## config.mk

```make
export PLATFORM = sky130hd
export DESIGN_NAME = tchk_interp
export DESIGN_NICKNAME = d
export VERILOG_FILES = /design/src/design/tchk_pkg.sv /design/src/design/tchk_buf2.sv /design/src/design/tchk_crc16.sv /design/src/design/tchk_interp.sv
export SDC_FILE = /design/constraint.sdc
export NUM_CORES = 1
export LEC_CHECK = 0
export ABC_AREA = 1
export BUFFER_PORTS_ARGS = -buffer_cell sky130_fd_sc_hd__clkbuf_2
export CORE_MARGIN = 2
export CORE_UTILIZATION = 55
export DETAILED_ROUTE_END_ITERATION = 8
export MAX_ROUTING_LAYER = met4
export PLACE_DENSITY_LB_ADDON = 0.25
export SKIP_LAST_GASP = 1
export SLEW_MARGIN = 15
export SYNTH_ARGS = -nofsm -noshare
export SYNTH_HDL_FRONTEND = slang
export SYNTH_SLANG_ARGS = --single-unit
```

## constraint.sdc

```tcl
create_clock -name clk -period 9.8 [get_ports clk]
set_clock_uncertainty 0.2 [all_clocks]
set_input_delay 0.98 -clock clk [delete_from_list [all_inputs] [get_ports clk]]
set_output_delay 0.98 -clock clk [all_outputs]
set_load 0.01 [all_outputs]
```

## src/design/tchk_pkg.sv

```systemverilog
/*
  Shared constants and types of the telecommand interpreter for
  housekeeping switching and memory load. Assumes byte-wide packets
  that hold the whole telecommand, header first, CRC last.
*/
package tchk_pkg;

  // ****************************************************************
  // Packet layout, as byte positions from the first header byte
  // ****************************************************************
  localparam logic [15:0] POS_DFH0 = 16'h0006;
  localparam logic [15:0] POS_TYPE = 16'h0007;
  localparam logic [15:0] POS_SUB = 16'h0008;
  localparam logic [15:0] POS_DFH3 = 16'h0009;
  localparam logic [15:0] POS_SEL = 16'h000a;
  localparam logic [15:0] POS_SID = 16'h000b;
  localparam logic [15:0] POS_ADDR0 = 16'h000c;
  localparam logic [15:0] POS_ADDR3 = 16'h000f;
  localparam logic [15:0] POS_LEN0 = 16'h0010;
  localparam logic [15:0] POS_LEN1 = 16'h0011;
  localparam logic [15:0] POS_DATA0 = 16'h0012;

  // ****************************************************************
  // Field values and lengths
  // ****************************************************************
  localparam logic [7:0] DFH_FIRST = 8'h11;
  localparam logic [7:0] DFH_LAST = 8'h00;
  localparam logic [7:0] SVC_HK = 8'h03;
  localparam logic [7:0] SUB_HK_ENABLE = 8'h05;
  localparam logic [7:0] SUB_HK_DISABLE = 8'h06;
  localparam logic [7:0] SVC_MEMORY = 8'h06;
  localparam logic [7:0] SUB_MEMORY_LOAD = 8'h02;
  localparam logic [7:0] HK_SID_VALUE = 8'h01;
  localparam logic [7:0] MEM_SELECTOR_VALUE = 8'hc0;
  localparam logic [7:0] MEM_BLOCKS_VALUE = 8'h01;
  localparam logic [15:0] HK_PKT_LEN = 16'h000e;
  localparam logic [15:0] LOAD_PKT_BASE = 16'h0014;
  localparam logic [15:0] LOAD_MAX_WORDS = 16'h0071;

  // ****************************************************************
  // CRC and values after reset
  // ****************************************************************
  localparam logic [15:0] CRC_INIT = 16'hffff;
  localparam logic [15:0] CRC_POLY = 16'h1021;
  localparam logic RST_HK_ENABLED = 1'b0;
  localparam logic [31:0] DEF_CONFIRM_ADDR = 32'hffff_fffe;

  typedef enum {TCHK_NORMAL, TCHK_UPLOAD} tchk_mode_t;

  typedef struct packed {
    logic [31:0] addr;
    logic [15:0] data;
  } tchk_ram_word_t;

endpackage : tchk_pkg

```

## src/design/tchk_buf2.sv

```systemverilog
/*
  Two-entry buffer for staging-RAM writes. Assumes the filling side
  pushes only while in_ready is high; the head is a register.
*/
`timescale 1ns/1ns
module tchk_buf2 (
  input wire logic clk,
  input wire logic rst_n,
  input wire logic in_valid,
  input wire tchk_pkg::tchk_ram_word_t in_word,
  output logic in_ready,
  output logic out_valid,
  output tchk_pkg::tchk_ram_word_t out_word,
  input wire logic out_ready,
  output logic [1:0] count
);
  import tchk_pkg::*;

  logic tail_valid;
  tchk_ram_word_t tail_word;
  logic push;
  logic pop;

  assign in_ready = !tail_valid;
  assign push = in_valid && in_ready;
  assign pop = out_valid && out_ready;
  assign count = {1'b0, out_valid} + {1'b0, tail_valid};

  always_ff @(posedge clk or negedge rst_n) begin
    if (!rst_n) begin
      out_valid <= 1'b0;
      tail_valid <= 1'b0;
    end else if (pop) begin
      out_valid <= tail_valid || push;
      tail_valid <= 1'b0;
    end else if (push) begin
      out_valid <= 1'b1;
      tail_valid <= out_valid;
    end
  end

  always_ff @(posedge clk or negedge rst_n) begin
    if (!rst_n) begin
      out_word <= '0;
      tail_word <= '0;
    end else begin
      if (pop) begin
        out_word <= tail_valid ? tail_word : in_word;
      end else if (push && !out_valid) begin
        out_word <= in_word;
      end
      if (push && out_valid && !pop) begin
        tail_word <= in_word;
      end
    end
  end
endmodule : tchk_buf2

```

## src/design/tchk_crc16.sv

```systemverilog
/*
  Byte-serial CRC16 checker. Assumes the CRC field is the last two
  bytes of the packet, so a good packet leaves a zero remainder.
*/
`timescale 1ns/1ns
module tchk_crc16 (
  input wire logic clk,
  input wire logic rst_n,
  input wire logic en,
  input wire logic first,
  input wire logic [7:0] data,
  output logic residue_zero
);
  import tchk_pkg::*;

  logic [15:0] crc;
  logic [15:0] seed;
  logic [15:0] next_crc;

  function automatic logic [15:0] crc_step(input logic [15:0] c,
                                           input logic [7:0] d);
    logic [15:0] r;
    logic fb;
    r = c;
    for (int i = 7; i >= 0; i--) begin
      fb = r[15] ^ d[i];
      r = {r[14:0], 1'b0};
      if (fb) begin
        r = r ^ CRC_POLY;
      end
    end
    return r;
  endfunction : crc_step

  assign seed = first ? CRC_INIT : crc;
  assign next_crc = crc_step(seed, data);
  assign residue_zero = (next_crc == 16'h0000);

  always_ff @(posedge clk or negedge rst_n) begin
    if (!rst_n) begin
      crc <= CRC_INIT;
    end else if (en) begin
      crc <= next_crc;
    end
  end

endmodule : tchk_crc16

```

## src/design/tchk_interp.sv

```systemverilog
/*
  Telecommand interpreter: housekeeping report switching and memory
  load into staging RAM with commit on a confirmation load. Assumes
  one packet per rx_first..rx_last burst, and an outside decoder of
  the initialization command that pulses upload_enter.
*/
`timescale 1ns/1ns

module tchk_interp #(
  parameter logic [31:0] CONFIRM_ADDR = tchk_pkg::DEF_CONFIRM_ADDR
) (
  input wire logic clk,
  input wire logic resetn,
  input wire logic rx_valid,
  input wire logic [7:0] rx_data,
  input wire logic rx_first,
  input wire logic rx_last,
  output logic rx_ready,
  input wire logic upload_enter,
  input wire logic [7:0] upload_blocks,
  output logic hk_report_enabled,
  output logic upload_active,
  output logic ram_wr_valid,
  output tchk_pkg::tchk_ram_word_t ram_wr_word,
  input wire logic ram_wr_ready,
  output logic eeprom_commit,
  output logic report_incorrect_cmd,
  output logic report_upload_done,
  output logic report_anomaly
);
  import tchk_pkg::*;

  // ****************************************************************
  // Reset release
  // ****************************************************************
  logic rst_meta;
  logic rst_n;

  always_ff @(posedge clk or negedge resetn) begin
    if (!resetn) begin
      rst_meta <= 1'b0;
      rst_n <= 1'b0;
    end else begin
      rst_meta <= 1'b1;
      rst_n <= rst_meta;
    end
  end

  // ****************************************************************
  // Byte position and captured fields
  // ****************************************************************
  logic accept;
  logic pkt_end;
  logic [15:0] idx;
  logic [15:0] cur_idx;
  logic [15:0] total;
  logic [7:0] f_dfh0;
  logic [7:0] f_type;
  logic [7:0] f_sub;
  logic [7:0] f_dfh3;
  logic [7:0] f_sel;
  logic [7:0] f_sid;
  logic [31:0] f_addr;
  logic [15:0] f_len;
  logic [7:0] f_hi;
  logic [7:0] word_cnt;
  tchk_mode_t mode;
  logic [7:0] expected;
  logic [7:0] valid_cnt;

  assign accept = rx_valid && rx_ready;
  assign pkt_end = accept && rx_last;
  assign cur_idx = rx_first ? 16'h0000 : idx;
  assign total = cur_idx + 16'h0001;

  always_ff @(posedge clk or negedge rst_n) begin
    if (!rst_n) begin
      idx <= 16'h0000;
    end else if (accept) begin
      if (rx_last) begin
        idx <= 16'h0000;
      end else if (cur_idx != 16'hffff) begin
        // Saturate so an endless burst cannot alias a short packet
        idx <= cur_idx + 16'h0001;
      end
    end
  end

  always_ff @(posedge clk or negedge rst_n) begin
    if (!rst_n) begin
      f_dfh0 <= 8'h00;
      f_type <= 8'h00;
      f_sub <= 8'h00;
      f_dfh3 <= 8'h00;
      f_sel <= 8'h00;
      f_sid <= 8'h00;
      f_addr <= 32'h0000_0000;
      f_len <= 16'h0000;
    end else if (accept && rx_first) begin
      // Stale fields of a longer packet must not leak into this one
      f_dfh0 <= 8'h00;
      f_type <= 8'h00;
      f_sub <= 8'h00;
      f_dfh3 <= 8'h00;
      f_sel <= 8'h00;
      f_sid <= 8'h00;
      f_addr <= 32'h0000_0000;
      f_len <= 16'h0000;
    end else if (accept) begin
      case (cur_idx)
        POS_DFH0: f_dfh0 <= rx_data;
        POS_TYPE: f_type <= rx_data;
        POS_SUB: f_sub <= rx_data;
        POS_DFH3: f_dfh3 <= rx_data;
        POS_SEL: f_sel <= rx_data;
        POS_SID: f_sid <= rx_data;
        POS_LEN0: f_len <= {rx_data, f_len[7:0]};
        POS_LEN1: f_len <= {f_len[15:8], rx_data};
        default: begin
          if (cur_idx >= POS_ADDR0 && cur_idx <= POS_ADDR3) begin
            f_addr <= {f_addr[23:0], rx_data};
          end
        end
      endcase
    end
  end

  // ****************************************************************
  // Command decoding
  // ****************************************************************
  function automatic logic is_cmd(input logic [7:0] typ,
                                  input logic [7:0] sub,
                                  input logic [7:0] want_typ,
                                  input logic [7:0] want_sub);
    return (typ == want_typ) && (sub == want_sub);
  endfunction : is_cmd

  logic hdr_ok;
  logic crc_ok;
  logic is_hk_en;
  logic is_hk_dis;
  logic load_fields_ok;
  logic is_load;
  logic is_confirm;
  logic [15:0] load_total;

  assign hdr_ok = (f_dfh0 == DFH_FIRST) && (f_dfh3 == DFH_LAST);
  assign load_total = LOAD_PKT_BASE + {f_len[14:0], 1'b0};

  assign is_hk_en = hdr_ok && is_cmd(f_type, f_sub, SVC_HK, SUB_HK_ENABLE)
                    && (total == HK_PKT_LEN) && (f_sid == HK_SID_VALUE);
  assign is_hk_dis = hdr_ok
                     && is_cmd(f_type, f_sub, SVC_HK, SUB_HK_DISABLE)
                     && (total == HK_PKT_LEN) && (f_sid == HK_SID_VALUE);
  assign load_fields_ok = hdr_ok
                          && is_cmd(f_type, f_sub, SVC_MEMORY,
                                    SUB_MEMORY_LOAD)
                          && (f_sel == MEM_SELECTOR_VALUE)
                          && (f_sid == MEM_BLOCKS_VALUE)
                          && (f_len <= LOAD_MAX_WORDS);
  assign is_load = load_fields_ok && (total == load_total);
  assign is_confirm = is_load && (f_addr == CONFIRM_ADDR);

  tchk_crc16 u_crc (
    .clk(clk),
    .rst_n(rst_n),
    .en(accept),
    .first(rx_first),
    .data(rx_data),
    .residue_zero(crc_ok)
  );

  // ****************************************************************
  // Load data into staging RAM
  // ****************************************************************
  logic [15:0] doff;
  logic in_data;
  logic stage_ok;
  logic push;
  logic buf_in_ready;
  logic [1:0] buf_count;
  tchk_ram_word_t push_word;

  assign doff = cur_idx - POS_DATA0;
  assign in_data = (cur_idx >= POS_DATA0)
                   && (doff < {f_len[14:0], 1'b0});
  assign stage_ok = (mode == TCHK_UPLOAD) && load_fields_ok
                    && (f_addr != CONFIRM_ADDR);
  assign push = accept && in_data && doff[0] && stage_ok;
  assign push_word.addr = f_addr + {24'h00_0000, word_cnt};
  assign push_word.data = {f_hi, rx_data};

  always_ff @(posedge clk or negedge rst_n) begin
    if (!rst_n) begin
      f_hi <= 8'h00;
      word_cnt <= 8'h00;
    end else if (accept && rx_first) begin
      word_cnt <= 8'h00;
    end else begin
      if (accept && in_data && !doff[0]) begin
        f_hi <= rx_data;
      end
      if (push) begin
        word_cnt <= word_cnt + 8'h01;
      end
    end
  end

  tchk_buf2 u_buf (
    .clk(clk),
    .rst_n(rst_n),
    .in_valid(push),
    .in_word(push_word),
    .in_ready(buf_in_ready),
    .out_valid(ram_wr_valid),
    .out_word(ram_wr_word),
    .out_ready(ram_wr_ready),
    .count(buf_count)
  );

  // Ready only with an empty buffer: one word of slack always remains,
  // at the price of halving the rate of data bytes even while RAM keeps up
  always_ff @(posedge clk or negedge rst_n) begin
    if (!rst_n) begin
      rx_ready <= 1'b0;
    end else begin
      rx_ready <= (buf_count == 2'b00) && !push;
    end
  end

  // ****************************************************************
  // Mode, counts and reports
  // ****************************************************************
  always_ff @(posedge clk or negedge rst_n) begin
    if (!rst_n) begin
      mode <= TCHK_NORMAL;
      upload_active <= 1'b0;
      expected <= 8'h00;
      valid_cnt <= 8'h00;
      hk_report_enabled <= RST_HK_ENABLED;
      eeprom_commit <= 1'b0;
      report_incorrect_cmd <= 1'b0;
      report_upload_done <= 1'b0;
      report_anomaly <= 1'b0;
    end else begin
      eeprom_commit <= 1'b0;
      report_incorrect_cmd <= 1'b0;
      report_upload_done <= 1'b0;
      report_anomaly <= 1'b0;
      case (mode)
        TCHK_NORMAL: begin
          if (pkt_end && crc_ok) begin
            if (is_load) begin
              report_incorrect_cmd <= 1'b1;
            end else if (is_hk_en) begin
              hk_report_enabled <= 1'b1;
            end else if (is_hk_dis) begin
              hk_report_enabled <= 1'b0;
            end
          end else if (!pkt_end && upload_enter) begin
            mode <= TCHK_UPLOAD;
            upload_active <= 1'b1;
            expected <= upload_blocks;
            valid_cnt <= 8'h00;
          end
        end
        TCHK_UPLOAD: begin
          if (pkt_end && !crc_ok) begin
            report_anomaly <= 1'b1;
            mode <= TCHK_NORMAL;
            upload_active <= 1'b0;
          end else if (pkt_end && is_confirm) begin
            mode <= TCHK_NORMAL;
            upload_active <= 1'b0;
            if (valid_cnt == expected) begin
              eeprom_commit <= 1'b1;
              report_upload_done <= 1'b1;
            end else begin
              report_anomaly <= 1'b1;
            end
          end else if (pkt_end && is_load) begin
            if (valid_cnt == expected) begin
              report_anomaly <= 1'b1;
              mode <= TCHK_NORMAL;
              upload_active <= 1'b0;
            end else begin
              valid_cnt <= valid_cnt + 8'h01;
            end
          end else if (pkt_end && (is_hk_en || is_hk_dis)) begin
            report_incorrect_cmd <= 1'b1;
          end
        end
        default: begin
          mode <= TCHK_NORMAL;
          upload_active <= 1'b0;
        end
      endcase
    end
  end
endmodule : tchk_interp

```

==> out/results.tsv, run 1 <==
metric	value	unit
status	finished clean	
measured slew at the worst slew-check pin	1110	ps
CTS tree	built	
clock sink count	266	
Placed Cells	2385	
placed cell areas	15600	µm²
period utilization	0.590	
NumNets Final	2125	
DIE AREA	28700	µm²
Setup crit end kind	flip-flop	
clock-pin slew on the worst setup and hold paths	60	ps
Synth area leader	dfrtp_1	
number of fill cells in the layout	2472	
Mapped Nets	2067	
peak supply drop	0.000155	V
post-synthesis simple-gate area fraction	0.317	
Largest stage delay, worst path	890	ps
H-tree depth	1	
Seq cells post-synth	266	
fin. max-slew vios	0	
TritonCTS Buffers	29	
Syn Area/Cell	7.46	µm²
main area contributors after synthesis	dfrtp_1 42%, nand2_1 16%, o21ai_0 7.1%	
Final Core Density	0.619	
Net Sw Frac	0.263	
drt pass-1 iters	5	
synthesized cell area	15100	µm²
Layout area overhead	10.8	%
WL per Instance	16.0	µm
diode count	0	
Vias/cell	5.55	
Final setup violation count	0	
Pint	2060	µW
Max clock buf depth	3	
final hold viol count	0	
Remaining DRCs	0	
Synth Area in Adders	0.0221	
Final Cell Area	16700	µm²
Initial Util	0.559	
sequential power share	0.453	
WL final	39.0	mm
GR Overflow Total	0	
vias in the first global route	12600	
Via Count	13500	
worst path buffer plus inverter count	9	
input/output buffers	78	
Seq. cell area	6680	µm²
Cells after Synth	2018	
RSZ-0062 raised after global routing	no	
initial antenna violation count	0	
Die Wd	169	µm
Compound-Gate Fraction of Synth Area	0.107	
max cap viols	0	
Most common cell on crit path	nand2_1	
core region area	27000	µm²
initial DRC count	1235	
Clk network pwr share	0.436	
critical-path maximum fanout	50	
first-pass GRT wire length	63.8	mm
Total Power	2790	µW
clk root buf	clkbuf_16	
Setup CP Type	input pin to flip-flop	
Seq/Total Area, Yosys	0.443	
post-layout minimum cycle time	5790	ps
num ports	79	
gr usage total	0.282	
Fmax	173	MHz
fraction of registers with async set/reset	1.00	
Max stage delay cell, worst path	inv_2	
RePlAce Congestion	0.984	
WP data required	10000	ps
die height	169	µm
Post-CTS Resized	0	
CP arrival	5990	ps
Setup crit start kind	input pin	
mux contribution to synthesized area	0.00598	
P_leak	0.00829	µW
post-route insts no fill	2439	
delay-heaviest family, CP	simple AND/OR/NAND/NOR gates	
Power Dens Cells	167	nW/µm²
Clock Latency Late Sink	570	ps
largest net degree at the start of global routing	78	
number of synthesized flops with an enable pin	0	
Worst Hold Class	flip-flop to flip-flop	
ANT nets after route	0	
combinational family with the most area after synthesis	simple AND/OR/NAND/NOR gates	
Fin Setup TNS	0	ps
Ys Warns	0	
# rows	60	
area of the multi-input gates	7250	µm²
fraction of layout cells with a size suffix above 1	0.113	
Slew HR	0.256	
Most used DFF post-synth	dfrtp_1	
area fraction of the dominant cell type after synthesis	0.415	
P_sw	734	µW
combinational share of power	0.110	
Post-DP HPWL	28.5	mm
Yosys cell types	49	
Post-Synth XOR/XNOR Area	0.0285	
-- synth_stat cells, drive strengths merged, types with 8 or more instances --
master / count
nand3b: 12
mux2: 8
o22ai: 26
o21ai: 249
ha: 25
a21oi: 28
nand3: 142
inv: 208
buf: 26
nor3: 34
dfrtp: 250
xor2: 46
clkbuf: 34
dfstp: 16
nor4: 8
nor2: 182
nand4: 37
nand2: 660
-- sequential cells by signal, indices dropped and copies added (netlist names), 16 cells and up --
| register | cells |
|---|---|
| f_len | 16 |
| idx | 16 |
| u_buf.tail_word | 48 |
| u_crc.crc | 16 |
| f_addr | 32 |
| u_buf.out_word | 48 |
-- stage by stage --
stage                     hold WS [ps]  setup slack, ps
after floorplan                    131             1670
after global placement             146             3610
after detailed placement           137             3470
after CTS                          163             4070
after global routing               183             3380
final                              161             4010
-- cell families after synthesis --
kind of cell | after synthesis
compound gates | 311
simple gates | 1087
mux | 8
buf+inv | 270
xor+xnor | 49
fa+ha+maj | 26
flops | 266
other cells | 1
-- cell type report --
class                           instances  area share
Clock buffer                           39      0.0499
Tap cell                              341      0.0256
Clock inverter                         14      0.0151
Sequential cell                       266       0.400
Multi-Input combinational cell       1482       0.434
Inverter                              210      0.0477
Timing Repair Buffer                   87      0.0276
-- worst paths after layout --
check | slack [ps] | start | cells past startpoint | endpoint
max in group asynchronous | 7620 | rst_n$_DFF_PN0_ | 1 | idx[6]$_DFFE_PN0P_
worst max-delay path | 4010 | rx_first | 28 | u_buf.tail_word[19]$_DFFE_PN0P_
worst min-delay path | 160 | rst_meta$_DFF_PN0_ | 0 | rst_n$_DFF_PN0_
min in group asynchronous | 210 | rst_n$_DFF_PN0_ | 0 | u_buf.tail_word[29]$_DFFE_PN0P_
worst min register to register | 160 | rst_meta$_DFF_PN0_ | 0 | rst_n$_DFF_PN0_
worst max register to register | 4590 | idx[2]$_DFFE_PN0P_ | 25 | u_buf.tail_word[19]$_DFFE_PN0P_
-- power by group through the flow --
| stage | clock, µW | sequential, µW | combinational (µW) |
|---|---|---|---|
| 3_5_place_dp | 0 | 1280 | 306 |
| 6_report | 1220 | 1270 | 308 |
| 3_3_place_gp | 0 | 1280 | 298 |
| 5_1_grt | 1290 | 1280 | 353 |
| 2_1_floorplan | 0 | 1280 | 221 |
| 4_1_cts | 1240 | 1260 | 308 |
-- routing by layer --
layer  wire length, µm  part of all wire  vias to the layer above  GRT usage
met3              2230             0.057                      104     0.0329
met5                 0                 0                        -          -
met1             17400              0.45                     6316      0.383
met4              1380             0.035                        0     0.0992
met2             18000              0.46                      455      0.443
li1                  -                 -                     6654          -
-- cells in the final DEF (no fill, tap or decap), drive strengths merged --
cell type / instances
inv: 210
clkbuf: 117
a21boi: 1
nand2: 660
xor2: 46
dlygate4sd3: 1
a211oi: 2
nor4: 8
dfstp: 16
dfrtp: 250
and2: 2
nand4: 37
bufinv: 6
conb: 1
o21a: 1
nor3b: 4
o21ai: 249
o2111ai: 1
a21oi: 28
buf: 8
nand3: 142
xnor2: 3
o22ai: 26
nand3b: 12
mux2: 8
nor2: 182
and3b: 1
clkinvlp: 2
o21bai: 2
o31ai: 1
nor3: 34
and3: 1
ha: 25
fa: 1
or2: 4
clkinv: 6
-- repair_timing --
item / CTS / global route
buffers inserted: 0 / 0
hold endpoints to repair: 2 / 0
hold buffers: 1 / 0
Power figures use the tool's default switching activity.
==> inputs of run 2 (changes only) <==
==> constraint.sdc (replaced) <==
create_clock -name clk -period 4.85 [get_ports clk]
set_clock_uncertainty 0.2 [all_clocks]
set_input_delay 0.485 -clock clk [delete_from_list [all_inputs] [get_ports clk]]
set_output_delay 0.485 -clock clk [all_outputs]
set_load 0.01 [all_outputs]
==> out/results.tsv, run 2 (synthesis results as in run 1) <==
metric	value	unit	change
biggest regs	u_buf.out_word: 48 flops, u_buf.tail_word: 48 flops, f_addr: 32 flops		
max cap viols	0		unchanged
core region area	27000	µm²	unchanged
Fin Setup TNS	0	ps	unchanged
P_leak	0.00832	µW	+0.36%
fraction of layout cells with a size suffix above 1	0.114		+0.000614
Largest stage delay, worst path	450	ps	-440 ps
Post-DP HPWL	28.6	mm	+0.55%
Fmax	239	MHz	
DIE AREA	28700	µm²	unchanged
Clock Latency Late Sink	550	ps	-20 ps
drt pass-1 iters	7		+2
Final Cell Area	16800	µm²	+0.34%
vias in the first global route	12400		-1.3%
Vias/cell	5.48		-1.3%
Setup crit end kind	flip-flop		
initial DRC count	1161		-6.0%
Layout area overhead	11.2	%	
Remaining DRCs	0		unchanged
Max stage delay cell, worst path	inv_4		
NumNets Final	2141		+0.75%
Slew HR	0.204		-0.0527
post-layout minimum cycle time	4180	ps	
clock sink count	266		unchanged
fin. max-slew vios	0		unchanged
CP arrival	4390	ps	-1600 ps
Initial Util	0.559		unchanged
CTS tree	built		
Die Wd	169	µm	unchanged
RePlAce Congestion	0.984		about the same
gr usage total	0.281		-0.00168
status	finished clean		
most common cell after layout, fill and taps aside	nand2_1		
H-tree depth	1		unchanged
num ports	79		unchanged
TritonCTS Buffers	28		-3.4%
WL per Instance	15.9	µm	-0.85%
Via Count	13400		-0.64%
# rows	60		unchanged
Worst Hold Class	input pin to async pin		
GR Overflow Total	0		unchanged
die height	169	µm	unchanged
Setup CP Type	flip-flop to flip-flop		
largest net degree at the start of global routing	108		+38%
final hold viol count	0		unchanged
most frequent cells in the layout	637 x nand2_1, 249 x dfrtp_1, 215 x o21ai_0		
Power Dens Cells	324	nW/µm²	+94%
first-pass GRT wire length	63.4	mm	-0.62%
WL final	38.9	mm	-0.24%
post-CTS setup buffers	0		unchanged
placed cell areas	15700	µm²	+0.55%
measured slew at the worst slew-check pin	1180	ps	+72.2 ps
Setup crit start kind	flip-flop		
peak supply drop	0.000242	V	+56%
RSZ-0062 raised after global routing	no		
ANT nets after route	0		unchanged
Max clock buf depth	3		unchanged
input/output buffers	78		unchanged
period utilization	0.863		
Most common cell on crit path	nand2_1		
critical-path maximum fanout	68		+36%
diode count	0		unchanged
initial antenna violation count	0		unchanged
clk root buf	clkbuf_16		
number of fill cells in the layout	2403		-2.8%
WP data required	5060	ps	-4940 ps
Final setup violation count	0		unchanged
clock-pin slew on the worst setup and hold paths	60	ps	about the same
==> run 2: metrics by stage <==
step | instances | hold slack (ps) | power, µW | setup slack [ps] | utilization
2_1_floorplan | 2018 | -10.6 | 3020 | 303 | -
3_3_place_gp | 2393 | 69.6 | 3200 | 164 | 0.582
3_5_place_dp | 2393 | 71.9 | 3220 | 11.6 | 0.582
4_1_cts | 2454 | 29.6 | 5460 | 355 | 0.621
5_1_grt | 2454 | 44.9 | 5650 | 148 | 0.622
6_report | 2454 | 47.6 | 5420 | 667 | 0.622
==> run 2: worst paths after layout <==
kind	from	end	slack [ps]	cells after the start
max	idx[2]$_DFFE_PN0P_	u_buf.out_word[36]$_DFFE_PN0P_	670	28
min	resetn	rst_meta$_DFF_PN0_	50	2
max reg2reg	idx[2]$_DFFE_PN0P_	u_buf.out_word[36]$_DFFE_PN0P_	670	28
min reg2reg	rst_meta$_DFF_PN0_	rst_n$_DFF_PN0_	160	0
max in group asynchronous	rst_n$_DFF_PN0_	f_addr[4]$_DFFE_PN0P_	3220	1
min in group clk	rx_last	idx[15]$_DFFE_PN0P_	120	4
==> run 2: layout make-up <==
class	count	area, µm²	area share
clock buffers	40	816	0.0487
clock inverters	11	150	0.00896
inverters	210	800	0.0477
multi-input cells	1482	7240	0.432
flip-flops and latches	266	6680	0.399
well taps	341	427	0.0255
repair buffers	104	636	0.0379
==> run 2: repair_timing <==
action	in CTS	in global routing
hold buffers	10	0
endpoints found under the hold margin	11	0
endpoints found under the setup margin	0	48
gates resized for setup	0	2
==> run 2: routing by layer <==
metal,vias to the layer above,part of all wire,wire length [µm],GRT usage
li1,6686,-,-,-
met1,6317,0.45,17700,0.379
met2,365,0.47,18200,0.452
met3,74,0.047,1840,0.0319
met4,0,0.031,1210,0.0788
met5,-,0,0,-
==> run 2: critical path: cells and delay by family (launching register included) <==
kind / cells / cell delay [ps]
AOI/OAI and AO/OA: 2 / 330
adders and majority gates: 1 / 280
and+or+nand+nor: 19 / 1860
DFF: 1 / 420
buffers and inverters: 6 / 880
==> run 2: power by group <==
group / switching (µW) / total, µW / internal [µW]
clock network: 900 / 2230 / 1330
registers: 146 / 2560 / 2410
logic: 415 / 636 / 220
total: 1460 / 5420 / 3960
==> inputs of run 3 (changes only) <==
==> constraint.sdc (replaced) <==
create_clock -name clk -period 4.85 [get_ports clk]
set_clock_uncertainty 0.2 [all_clocks]
set_input_delay 0.2425 -clock clk [delete_from_list [all_inputs] [get_ports clk]]
set_output_delay 0.2425 -clock clk [all_outputs]
set_load 0.01 [all_outputs]
==> out/results.tsv, run 3 (synthesis results as in run 1) <==
metric	value	unit	change
Worst Setup EP	u_buf.tail_word[19]$_DFFE_PN0P_		
Fin Setup TNS	0	ps	unchanged
DR WL met2	18.2	mm	about the same
RSZ-0062 raised after global routing	no		
Final setup violation count	0		unchanged
P_leak	0.00832	µW	+0.11%
final worst slack	700	ps	+33.5 ps
most frequent cells in the layout	637 x nand2_1, 249 x dfrtp_1, 215 x o21ai_0		
WL final	39.1	mm	+0.55%
Final Cell Area	16800	µm²	+0.37%
GR Overflow Total	0		unchanged
Die Wd	169	µm	unchanged
status	finished clean		
RePlAce Congestion	0.995		+1.2%
WL per Instance	15.9	µm	about the same
clock sink count	266		unchanged
gr usage total	0.285		+0.00420
core region area	27000	µm²	unchanged
Reg-to-Reg End	u_buf.tail_word[19]$_DFFE_PN0P_		
diode count	0		unchanged
CP arrival	4350	ps	-40 ps
drt pass-1 iters	5		-2
vias in the first global route	12800		+3.0%
Via Count	13500		+0.50%
fin. max-slew vios	0		unchanged
input/output buffers	78		unchanged
DIE AREA	28700	µm²	unchanged
Setup crit start kind	flip-flop		
Setup CP Type	flip-flop to flip-flop		
post-layout minimum cycle time	4150	ps	-33.5 ps
CTS tree	built		
area of the multi-input gates	7240	µm²	unchanged
max cap viols	0		unchanged
initial antenna violation count	0		unchanged
peak supply drop	0.000326	V	+35%
Remaining DRCs	0		unchanged
clk root buf	clkbuf_16		
Top Layer Used	met4		
NumNets Final	2150		+0.42%
WP data required	5050	ps	about the same
initial DRC count	1169		+0.69%
H-tree depth	1		unchanged
Clock Latency Late Sink	560	ps	about the same
min-delay src	rst_meta$_DFF_PN0_		
Worst Hold Class	flip-flop to flip-flop		
M1 WL	17.5	mm	-0.98%
post-CTS setup buffers	0		unchanged
most common cell after layout, fill and taps aside	nand2_1		
num ports	79		unchanged
Initial Util	0.559		unchanged
biggest regs	u_buf.out_word: 48 flops, u_buf.tail_word: 48 flops, f_addr: 32 flops		
first-pass GRT wire length	64.4	mm	+1.6%
Reg2Reg Launch Point	idx[2]$_DFFE_PN0P_		
placed cell areas	15700	µm²	-0.19%
reg2reg path depth	26		-7.1%
Post-DP HPWL	28.3	mm	-1.2%
R2R Setup Slk	700	ps	+30 ps
Vias/cell	5.48		about the same
Seq. cell area	6680	µm²	unchanged
measured slew at the worst slew-check pin	1130	ps	-53.3 ps
Slew HR	0.244		+0.0400
Layout area overhead	11.6	%	
Power Dens Cells	319	nW/µm²	-1.3%
Setup crit end kind	flip-flop		
period utilization	0.856		-0.00690
Max clock buf depth	3		unchanged
met3 wire len	1.86	mm	+0.87%
WHS	156	ps	+108 ps
number of fill cells in the layout	2481		+3.2%
final hold viol count	0		unchanged
die height	169	µm	unchanged
clock-pin slew on the worst setup and hold paths	60	ps	about the same
TritonCTS Buffers	30		+7.1%
largest net degree at the start of global routing	114		+5.6%
Setup WS pre-CTS	178	ps	+166 ps
ANT nets after route	0		unchanged
critical-path maximum fanout	43		-37%
Fmax	241	MHz	+0.81%
fraction of layout cells with a size suffix above 1	0.110		-0.00389
worst setup path start	idx[2]$_DFFE_PN0P_		
# rows	60		unchanged
run 3: cell count changes in the layout (fill, tap and decap cells not counted), sizes merged:
cell / delta
clkinv: -2
clkinvlp: +1
buf: -4
dlygate4sd3: +11
clkbuf: +7
bufinv: -2
run 3: how the worst min path moves through the flow:
stage                         end  slack [ps]  depth (start not counted)
2_1_floorplan  rst_meta$_DFF_PN0_        -250                          0
3_5_place_dp      rst_n$_DFF_PN0_        -170                          1
4_1_cts           rst_n$_DFF_PN0_         160                          0
3_3_place_gp   rst_meta$_DFF_PN0_        -170                          1
5_1_grt           rst_n$_DFF_PN0_         180                          0
6_report          rst_n$_DFF_PN0_         160                          0
run 3: metal layers:
metal	GRT usage	up-vias
met2	0.461	399
li1	-	6707
met3	0.0280	107
met5	-	-
met1	0.373	6296
met4	0.110	0
run 3: critical path, cell delays in order, from the launching register on:
cell and delay [ps]:
dfrtp_1 410, inv_2 150, nor2_4 70, nor2_2 160
nand2_1 100, nand2_2 110, inv_2 40, nor2_1 200
inv_1 110, nor2_1 90, inv_1 70, nor2_1 80
inv_1 60, nor2_1 120, nand2_1 90, nand2_1 60
nand2_1 50, ha_1 290, a211oi_1 200, nand2_1 100
nor3_2 290, nand2_2 140, nor2_2 130, nand3_2 90
inv_2 90, buf_4 370, o21ai_0 130
run 3: final cells by class:
| type | count | area share |
|---|---|---|
| repair buffers | 111 | 0.0426 |
| multi-input cells | 1482 | 0.431 |
| flip-flops and latches | 266 | 0.397 |
| clock buffers | 47 | 0.0514 |
| inverters | 210 | 0.0475 |
| clock inverters | 8 | 0.00499 |
| well taps | 341 | 0.0254 |
run 3: timing repair:
item                                    4_1_cts  5_1_grt
endpoints found under the hold margin        44        0
endpoints found under the setup margin        0       23
hold buffers                                 21        0
gates resized for setup                       0        2
run 3: metrics by stage:
step	cells	util	power (µW)
6_report	2465	0.624	5370
5_1_grt	2465	0.624	5620
4_1_cts	2465	0.624	5410
3_5_place_dp	2389	0.581	3220
3_3_place_gp	2389	0.581	3200
2_1_floorplan	2018	-	3020
run 3: power breakdown:
part	leakage, µW	switching, µW	internal [µW]
Clock	0.000453	900	1270
Combinational	0.00444	423	225
Sequential	0.00343	137	2410
